### src/common/ebs_pkg.sv
// Purpose: Shared types and constants for the external bus strobe block
// Assumes: One 50 MHz clock, synchronous active-high reset
// Notes:   Timing counts are in sys_clk cycles
package ebs_pkg;

  localparam int unsigned ADDR_W      = 24;
  localparam int unsigned SPACE_N     = 4;
  localparam int unsigned MA_W        = 5;
  localparam int unsigned HI_ADDR_W   = 8;
  localparam int unsigned HI_ADDR_LSB = 16;
  localparam int unsigned DRAM_ROW_LSB = 13;
  localparam int unsigned DRAM_COL_LSB = 8;
  localparam logic [7:0]  DIV_SLOW     = 8'h20;
  localparam logic [7:0]  DIV_FAST     = 8'h08;
  localparam logic [1:0]  CLKSEL_DIV8  = 2'h0;
  localparam logic [1:0]  CLKSEL_DIV32 = 2'h1;
  localparam logic [1:0]  CLKSEL_SUB   = 2'h2;
  localparam logic [1:0]  CLKSEL_OFF   = 2'h3;
  localparam logic [3:0]  SEL_NONE_N   = 4'hF;

  // ************************************************************
  // Request from the core side
  // ************************************************************
  typedef struct packed {
    logic              write;
    logic              dram;
    logic [1:0]        space;
    logic [ADDR_W-1:0] addr;
  } ebs_req_t;

  // ************************************************************
  // Strobe group driven to the pins
  // ************************************************************
  typedef struct packed {
    logic rd_n;
    logic low_byte_store_n;
    logic high_byte_store_n;
    logic addr_latch;
    logic row_latch_n;
  } ebs_strobe_t;

  typedef enum logic [5:0] {
    ST_IDLE = 6'b000001,
    ST_ADDR = 6'b000010,
    ST_ROW  = 6'b000100,
    ST_DATA = 6'b001000,
    ST_DONE = 6'b010000,
    ST_HOLD = 6'b100000
  } ebs_state_t;

endpackage : ebs_pkg

### src/hw/ebs_clkout.sv
// Purpose: Clock output selector with main divide-by-8/32 or sub clock
// Assumes: Sub oscillator input is slow and sampled on sys_clk
// Notes:   Output is registered
`timescale 1ns/1ps
`default_nettype none
module ebs_clkout (
  input  wire logic       sys_clk,
  input  wire logic       srst,
  input  wire logic [1:0] clk_sel,
  input  wire logic       sub_osc_in,
  output var  logic       clock_out_pin
);
  import ebs_pkg::*;

  typedef struct packed {
    logic [4:0] cnt;
    logic       sub_s1;
    logic       sub_s2;
    logic       out;
  } ebs_ck_t;

  ebs_ck_t st_q, st_d;
  logic [7:0] half;

  always_comb begin
    half = (clk_sel == CLKSEL_DIV32) ? (DIV_SLOW >> 1) : (DIV_FAST >> 1);
    st_d = st_q;
    st_d.sub_s1 = sub_osc_in;
    st_d.sub_s2 = st_q.sub_s1;
    st_d.cnt = st_q.cnt + 5'h01;
    if ({3'h0, st_q.cnt} >= half - 8'h01) begin
      st_d.cnt = 5'h00;
    end
    case (clk_sel)
      CLKSEL_DIV8, CLKSEL_DIV32: begin
        if ({3'h0, st_q.cnt} >= half - 8'h01) st_d.out = ~st_q.out;
      end
      CLKSEL_SUB: st_d.out = st_q.sub_s2;
      default:    st_d.out = 1'b0;
    endcase
  end

  always_ff @(posedge sys_clk) begin
    if (srst) st_q <= '0;
    else      st_q <= st_d;
  end

  assign clock_out_pin = st_q.out;
endmodule : ebs_clkout
`default_nettype wire

### src/hw/ebs_bus.sv
// Purpose: External bus control strobes, selects, hold and wait handling
// Assumes: Core issues one request and waits for done
// Notes:   All pin outputs are registered
`timescale 1ns/1ps
`default_nettype none
module ebs_bus (
  input  wire logic                          sys_clk,
  input  wire logic                          srst,
  input  wire logic                          req_valid,
  input  wire ebs_pkg::ebs_req_t             req,
  output var  logic                          req_done,
  input  wire logic                          single_strobe_mode,
  input  wire logic [1:0]                    clk_sel,
  input  wire logic                          hold_req_n,
  input  wire logic                          wait_req_n,
  input  wire logic                          main_osc_in,
  input  wire logic                          sub_osc_in,
  output var  logic [ebs_pkg::HI_ADDR_W-1:0] hi_addr,
  output var  logic [ebs_pkg::SPACE_N-1:0]   space_select_n,
  output var  logic [ebs_pkg::MA_W-1:0]      dram_mux_addr,
  output var  logic                          rd_n,
  output var  logic                          low_byte_store_n,
  output var  logic                          high_byte_store_n,
  output var  logic                          addr_latch,
  output var  logic                          row_latch_n,
  output var  logic                          bus_released_ack_n,
  output var  logic                          clock_out_pin
);
  import ebs_pkg::*;

  typedef struct packed {
    ebs_state_t            fsm;
    ebs_req_t              cur;
    logic                  mode1;
    ebs_strobe_t           stb;
    logic [HI_ADDR_W-1:0]  hi;
    logic [SPACE_N-1:0]    sel_n;
    logic [MA_W-1:0]       ma;
    logic                  ack_n;
    logic                  done;
  } ebs_bus_st_t;

  ebs_bus_st_t st_q, st_d;

  // Decode of the space number into one active-low select
  function automatic logic [SPACE_N-1:0] space_dec(input logic [1:0] sp);
    space_dec = ~(4'h1 << sp);
  endfunction

  function automatic logic [HI_ADDR_W-1:0] hi_bits(input logic [ADDR_W-1:0] a);
    hi_bits = a[HI_ADDR_LSB +: HI_ADDR_W];
    hi_bits[HI_ADDR_W-1] = ~a[ADDR_W-1];
  endfunction

  // ************************************************************
  // Bus cycle sequencer
  // ************************************************************
  always_comb begin
    st_d = st_q;
    st_d.done = 1'b0;
    st_d.stb.addr_latch = 1'b0;
    case (st_q.fsm)
      ST_IDLE: begin
        st_d.stb.rd_n = 1'b1;
        st_d.stb.low_byte_store_n = 1'b1;
        st_d.stb.high_byte_store_n = 1'b1;
        st_d.stb.row_latch_n = 1'b1;
        st_d.sel_n = SEL_NONE_N;
        if (!hold_req_n) begin
          st_d.fsm = ST_HOLD;
          st_d.ack_n = 1'b0;
        end else if (req_valid) begin
          st_d.cur = req;
          st_d.mode1 = single_strobe_mode;
          st_d.hi = hi_bits(req.addr);
          st_d.sel_n = space_dec(req.space);
          st_d.stb.addr_latch = 1'b1;
          st_d.ma = req.addr[DRAM_ROW_LSB +: MA_W];
          st_d.fsm = req.dram ? ST_ROW : ST_ADDR;
        end
      end
      ST_ROW: begin
        st_d.stb.row_latch_n = 1'b0;
        st_d.fsm = ST_ADDR;
      end
      ST_ADDR: begin
        if (st_q.cur.dram) st_d.ma = st_q.cur.addr[DRAM_COL_LSB +: MA_W];
        if (!st_q.cur.write) begin
          st_d.stb.rd_n = 1'b0;
        end else if (st_q.mode1) begin
          st_d.stb.low_byte_store_n = 1'b0;
          st_d.stb.high_byte_store_n = ~st_q.cur.addr[0];
        end else begin
          st_d.stb.low_byte_store_n = st_q.cur.addr[0];
          st_d.stb.high_byte_store_n = ~st_q.cur.addr[0];
        end
        if (st_q.mode1 && !st_q.cur.write) begin
          st_d.stb.high_byte_store_n = ~st_q.cur.addr[0];
        end
        st_d.fsm = ST_DATA;
      end
      ST_DATA: begin
        if (wait_req_n) st_d.fsm = ST_DONE;
      end
      ST_DONE: begin
        st_d.stb.rd_n = 1'b1;
        st_d.stb.low_byte_store_n = 1'b1;
        st_d.stb.high_byte_store_n = 1'b1;
        st_d.stb.row_latch_n = 1'b1;
        st_d.sel_n = SEL_NONE_N;
        st_d.done = 1'b1;
        st_d.fsm = ST_IDLE;
      end
      ST_HOLD: begin
        if (hold_req_n) begin
          st_d.ack_n = 1'b1;
          st_d.fsm = ST_IDLE;
        end
      end
      default: st_d.fsm = ST_IDLE;
    endcase
  end

  always_ff @(posedge sys_clk) begin
    if (srst) begin
      st_q <= '{fsm: ST_IDLE, cur: '0, mode1: 1'b0,
                stb: '{rd_n: 1'b1, low_byte_store_n: 1'b1, high_byte_store_n: 1'b1,
                       addr_latch: 1'b0, row_latch_n: 1'b1},
                hi: '0, sel_n: SEL_NONE_N, ma: '0, ack_n: 1'b1, done: 1'b0};
    end else begin
      st_q <= st_d;
    end
  end

  assign hi_addr            = st_q.hi;
  assign space_select_n     = st_q.sel_n;
  assign dram_mux_addr      = st_q.ma;
  assign rd_n               = st_q.stb.rd_n;
  assign low_byte_store_n   = st_q.stb.low_byte_store_n;
  assign high_byte_store_n  = st_q.stb.high_byte_store_n;
  assign addr_latch         = st_q.stb.addr_latch;
  assign row_latch_n        = st_q.stb.row_latch_n;
  assign bus_released_ack_n = st_q.ack_n;
  assign req_done           = st_q.done;

  // Main oscillator is taken as sys_clk itself; pin kept for board wiring
  logic osc_unused;
  assign osc_unused = main_osc_in;

  ebs_clkout u_clkout (
    .sys_clk       (sys_clk),
    .srst          (srst),
    .clk_sel       (clk_sel),
    .sub_osc_in    (sub_osc_in),
    .clock_out_pin (clock_out_pin)
  );
endmodule : ebs_bus
`default_nettype wire

### config.mk
export PLATFORM = sky130hd
export DESIGN_NAME = ebs_bus
export DESIGN_NICKNAME = d
export VERILOG_FILES = /design/src/common/ebs_pkg.sv /design/src/hw/ebs_clkout.sv /design/src/hw/ebs_bus.sv
export SDC_FILE = /design/constraint.sdc
export NUM_CORES = 1
export LEC_CHECK = 0
export BUFFER_PORTS_ARGS = -buffer_cell sky130_fd_sc_hd__buf_4
export CORE_ASPECT_RATIO = 0.8
export CORE_MARGIN = 3
export CORE_UTILIZATION = 54
export DETAILED_ROUTE_END_ITERATION = 16
export PLACE_DENSITY = 0.93
export SLEW_MARGIN = 5
export SYNTH_ARGS = -nofsm -noshare
export SYNTH_HDL_FRONTEND = slang
export SYNTH_HIERARCHICAL = 1
export SYNTH_SLANG_ARGS = --single-unit
export TNS_END_PERCENT = 10
### constraint.sdc
create_clock -name sys_clk -period 5.1 [get_ports sys_clk]
set_clock_uncertainty 0.05 [all_clocks]
set_input_delay 0.255 -clock sys_clk [delete_from_list [all_inputs] [get_ports sys_clk]]
set_output_delay 0.255 -clock sys_clk [all_outputs]
set_load 0.1 [all_outputs]
### Word-level counts from Yosys, hierarchy flattened

Index checks and enable logic that the tools add are counted.

| operators by class | value |
|---|---|
| add/subtract/negate cells | 2 |
| magnitude comparators | 1 |
| equality and inequality tests | 19 |
| shifts and indexed selects | 1 |
| multiplexer cells | 25 |
| bitwise operators | 6 |
| reduce and logical (&&, ||, !) cells | 19 |

Operators with widths:

| cell | count |
|---|---|
| two-way mux 35 bit | 1 |
| one-hot mux 6 bit (5 select lines) | 1 |
| two-way mux 6 bit | 3 |
| two-way mux 9 bit | 2 |
| != test 2 bit, second input constant | 8 |
| two-way mux 5 bit | 2 |
| one-hot mux 5 bit (2 select lines) | 1 |
| nonzero test 2 bit | 5 |
| AND reduction 3 bit | 3 |
| greater-or-equal comparator 5 x 8 -> 1 bit | 1 |
| one-hot mux 4 bit (2 select lines) | 1 |
| subtractor 8 x 1 -> 8 bit, second input constant | 1 |
| two-way mux 1 bit | 7 |
| == test 6 x 1 -> 1 bit, second input constant | 1 |
| == test 6 x 2 -> 1 bit, second input constant | 1 |
| == test 6 x 3 -> 1 bit, second input constant | 1 |
| == test 6 x 4 -> 1 bit, second input constant | 1 |
| == test 6 x 5 -> 1 bit, second input constant | 1 |
| == test 6 bit, second input constant | 1 |
| != test 3 bit, second input constant | 2 |
| one-hot mux 1 bit (2 select lines) | 3 |
| one-hot mux 3 bit (2 select lines) | 1 |
| AND reduction 2 bit | 3 |
| OR reduction 2 bit | 3 |
| other kinds (14) | 19 |

| word-level totals | value |
|---|---|
| register bits after elaboration | 67 |
| input bits | 38 |
| output and inout port bits | 25 |
| logic and storage cells | 93 |

### Longest topological paths before layout

| depth | value |
|---|---|
| depth after elaboration | 6 |
| mapped depth | 6 |

### Hierarchy

The synthesis kept the hierarchy.

Modules (own cells, without submodules):

| module | instances | cells each | area an instance (um2) |
|---|---|---|---|
| ebs_bus | 1 | 204 | 1730.4 |
| ebs_clkout | 1 | 33 | 345.3 |

### Worst setup path after synthesis

No wires, ideal clock.

| path | value |
|---|---|
| path kind | reg-to-reg |
| start point | reg st_q[55] in the netlist's numbering |
| end point | reg st_q[53] in the netlist's numbering |
| setup time | 0.127 ns |
| arrival time | 1.609 ns |
| data required time | 4.923 ns |
| slack | 3.314 ns |
| cell stages (with the launch flop) | 6 |
| path buffers | 1 |
| period minus slack after synthesis | 1.786 ns |
| cell sequence | dfxtp_1 > buf_6 > or4_1 > or4b_1 > a21oi_1 > a21oi_1 |

| on the way | value |
|---|---|
| cells in the longest elaborated chain, start to end | 3 |
| elaborated cells on any way between the ends | 10 |
| those cells by class | 8 x eq/ne; 1 x mux; 1 x reduce/logical |

Ends and longest elaborated chain:

| what | line | source |
|---|---|---|
| start, declared | ebs_bus.sv:43 | `ebs_bus_st_t st_q, st_d;` |
| start signal, assigned | ebs_bus.sv:126 | `st_q <= '{fsm: ST_IDLE, cur: '0, mode1: 1'b0,` |
| start signal, assigned | ebs_bus.sv:131 | `st_q <= st_d;` |
| == test 6 x 1 -> 1 bit, or another cell as far along | ebs_bus.sv:62 | `case (st_q.fsm)` |
| != test 3 bit (no line) or != test 2 bit (tied branches) | -- |  |
| AND reduction 3 bit (no line) | -- |  |

Parallel ways exist; a longest one is shown, timed or not.
A chain may end at the register's enable or synchronous reset.

### Final worst setup path

| path | value |
|---|---|
| start point | reg st_q[55] in the netlist's numbering |
| end point | reg st_q (netlist bit dram_mux_addr[1]) |

| on the way | value |
|---|---|
| cells in the longest elaborated chain, start to end | 3 |
| elaborated cells on any way between the ends | 8 |
| those cells by class | 5 x eq/ne; 1 x mux; 2 x reduce/logical |

Ends and longest elaborated chain:

| what | line |
|---|---|
| == test 6 x 2 -> 1 bit or == test 6 x 1 -> 1 bit (tied branches) | ebs_bus.sv:62 |
| != test 2 bit (no line) or nonzero test 2 bit (tied branches) | -- |
| AND reduction 4 bit (no line) | -- |

Parallel ways exist; a longest one is shown, timed or not.

==> impl_metrics.ini <==
[outcome]
status = completed

[worst_setup_path]
r2r-start = st_q[55]$_SDFFE_PP0P_
path_class = reg -> reg
crit_chain = nor4_1 > nand4_1 > o21ai_1 > o221a_2
cp_slowest_cell = nand4_1
critPathBufInv = 0
cp.depth = 4
r2r_cells = 4
critPathTopFamily = simple AND/OR/NAND/NOR gates
rr_endpoint = dram_mux_addr[1]$_SDFFE_PP0P_
critical_path_required_ns = 5.29
worstPathArrival_ns = 2.74
worstSetupEndpointType = flip-flop
rrSetupSlack_ns = 2.56
slowest_delay_ns = 0.80
startpoint_type = flip-flop
cp_max_fo = 23

[yosys]
synth-seq-cells = 47
synth_xor_xnor_area_share_pct = 2.532
synth.top_cell.area_share_pct = 45.33
synth.area.top_cells = dfxtp_1 (45%), nand2_1 (7.4%), buf_4 (6.5%)
synthCells = 237
synth_edf_count = 0
syn-cell-area_mm2 = 0.002076
synth_fp_nets = 278
synth-compound-area-share_pct = 15.55
synth-simple-area-share_pct = 24.29
async_flop_share_pct = 0
synth_area_per_cell_um2 = 8.758
synth_flop_cell = dfxtp_1
yosys.area.top_type = dfxtp_1
yosysUniqueCellTypes = 43
yosysWarnings = 6
synth_fa_ha_area_share_pct = 1.808
synth_seq_area_share_pct = 45.33
synth_top_family_by_area = simple AND/OR/NAND/NOR gates
muxShareOfSynthArea_pct = 0

[clock_tree]
clock-sinks = 47
clk_pin_slew_ns = 0.08
clockBufferDepth = 2
postCtsSetupBuffers = 0
cts_made_buffers = 5
root_buffer = clkbuf_8
htreeDepth = 2
hold_buffers = 0
cts_tree = built
cts-resized-gates = 0
clock_latency_ns = 0.30

[min_path]
hold_start = req[23]
hold_depth = 2
hold_end = hi_addr[7]$_SDFFE_PP0P_
hp-class = in -> reg

[finish]
layout_commonest_cell = buf_4
fin_nets = 311
antennaDiodeCount = 0
final_util_pct = 69.61
layout-drive-gt1-share_pct = 27.68
final_cell_mix = buf_4 (54), dfxtp_1 (47), nand2_1 (41), a21oi_1 (24), nor2_1 (12)
area_growth_pct = 19.59

[drt]
drc = 0
drtIter0Drc = 105
antenna_left = 0
avgViaCountPerCell = 5.380
wl_met2_um = 1839
met1_length_um = 1888
met3_length_um = 251
top_layer_used = met4
drt_wl_total_um = 4038
first_pass_iters = 4
vias = 1684
wl_per_cell_um = 12.90

[timing]
setup_viol = 0
setup_slack_ns = 2.557
fin_crit_sh_pct = 49.87
worstMarginPinSlew_ns = 0.9262
slew_violations = 0
finalCriticalPeriod_ns = 2.543
holdWs_ns = 0.08161
relSlewSlack_pct = 38.07
finalHoldViolations = 0
max_clock_freq_ghz = 0.3932
finalSetupTns_ns = 0
grt_setup_unrepaired = false

[global_routing]
first_global_vias = 1575
grt_pass1_wl_um = 6603
antenna_found_initial = 0
grt_max_degree = 40
track_usage_pct = 18.79
grt_remaining_overflow = 0

[power_and_ir_drop]
vdd_drop_max_v = 0.0002785
switching_share_pct = 32.10
p_per_area_mw_per_mm2 = 390.7
p_leak_nw = 1.003
pwr-share-clk_pct = 32.7
seqPwrFrac_pct = 42.7
p_int_mw = 0.6585
power_frac_comb_pct = 24.7
power.switching_mw = 0.3113

[die]
coreArea_mm2 = 0.003566
die_h_um = 61.46
io_pins = 63
design.die.area_mm2 = 0.004628
row_count = 19
die_w_um = 75.32
start_util_pct = 58.21

[place]
place.gp.congestion = 0.7992
port_buffers = 54
dp_hpwl_um = 2871
place_ws_ns = 2.581

[flow_run]
drv_cap = 0
[flip-flops by register name (all words and copies together), names as in the netlist]
signal and cells:
row_latch_n 1, u_clkout/st_q 6, u_clkout/clock_out_pin 1, st_q 22
rd_n 1, low_byte_store_n 1, space_select_n 4, dram_mux_addr 5
hi_addr 1, req_done 1, high_byte_store_n 1, addr_latch 1
u_clkout/st_d 1, bus_released_ack_n 1
[synthesized netlist by cell type, types with 2 or more instances]
cell type,number
nor2b_1,4
ha_1,3
a21oi_1,24
inv_1,8
a21oi_2,2
nor3b_1,2
nor4_1,6
nand3b_1,4
nand2_1,41
buf_4,18
nor2_1,12
xnor2_1,2
buf_6,2
clkbuf_1,8
xor2_1,4
dfxtp_1,47
o221a_2,5
o21ai_0,8
or4_1,2
nand3_1,10
o31ai_1,3
[how the worst max path moves through the flow]
stage,from,to
5_1_grt,st_q[56]$_SDFFE_PP0P_,dram_mux_addr[1]$_SDFFE_PP0P_
2_1_floorplan,st_q[55]$_SDFFE_PP0P_,st_q[53]$_SDFFE_PP1P_
3_5_place_dp,st_q[56]$_SDFFE_PP0P_,dram_mux_addr[1]$_SDFFE_PP0P_
4_1_cts,st_q[55]$_SDFFE_PP0P_,dram_mux_addr[1]$_SDFFE_PP0P_
6_report,st_q[55]$_SDFFE_PP0P_,dram_mux_addr[1]$_SDFFE_PP0P_
3_3_place_gp,st_q[55]$_SDFFE_PP0P_,dram_mux_addr[3]$_SDFFE_PP0P_
[final cells by class]
class,instances,area (um^2)
Clock buffer,5,68.82
Sequential cell,47,940.9
Clock inverter,3,67.56
Multi-Input combinational cell,154,917.1
Timing Repair Buffer,54,405.4
Tap cell,42,52.55
Fill cell,282,1084
Inverter,8,30.03
[power by group through the flow]
stage          combinational (mW)  clock [mW]  sequential, mW
2_1_floorplan               0.195           0           0.429
3_3_place_gp                0.236           0           0.421
3_5_place_dp                0.240           0           0.422
4_1_cts                     0.240       0.324           0.414
5_1_grt                     0.255       0.339           0.418
6_report                    0.239       0.317           0.414
[cells by family after synthesis]
kind of cell / after synthesis
simple gates: 95
compound gates: 50
flops: 47
buf+inv: 36
xor+xnor: 6
fa+ha+maj: 3
[metal layers]
layer	vias to the layer above	track usage (%)
li1	876	-
met5	-	0
met2	54	29.89
met1	750	23.52
met4	0	7.731
met3	4	6.362
[per-stage QoR]
stage / power (mW) / instances / instance area [um^2]
6_report: 0.9698 / 313 / 2482
3_5_place_dp: 0.6618 / 305 / 2346
4_1_cts: 0.9783 / 313 / 2482
3_3_place_gp: 0.6573 / 305 / 2346
5_1_grt: 1.012 / 313 / 2482
2_1_floorplan: 0.6236 / 237 / 2076
[worst register-to-register path: cells and delay by family (launching register included)]
family / cells / cell delay, ns
AND/OR/NAND/NOR: 2 / 1.21
AO/OA/AOI/OAI: 2 / 0.83
flip-flops: 1 / 0.40
No activity file was read; power rests on OpenSTA's default activity.
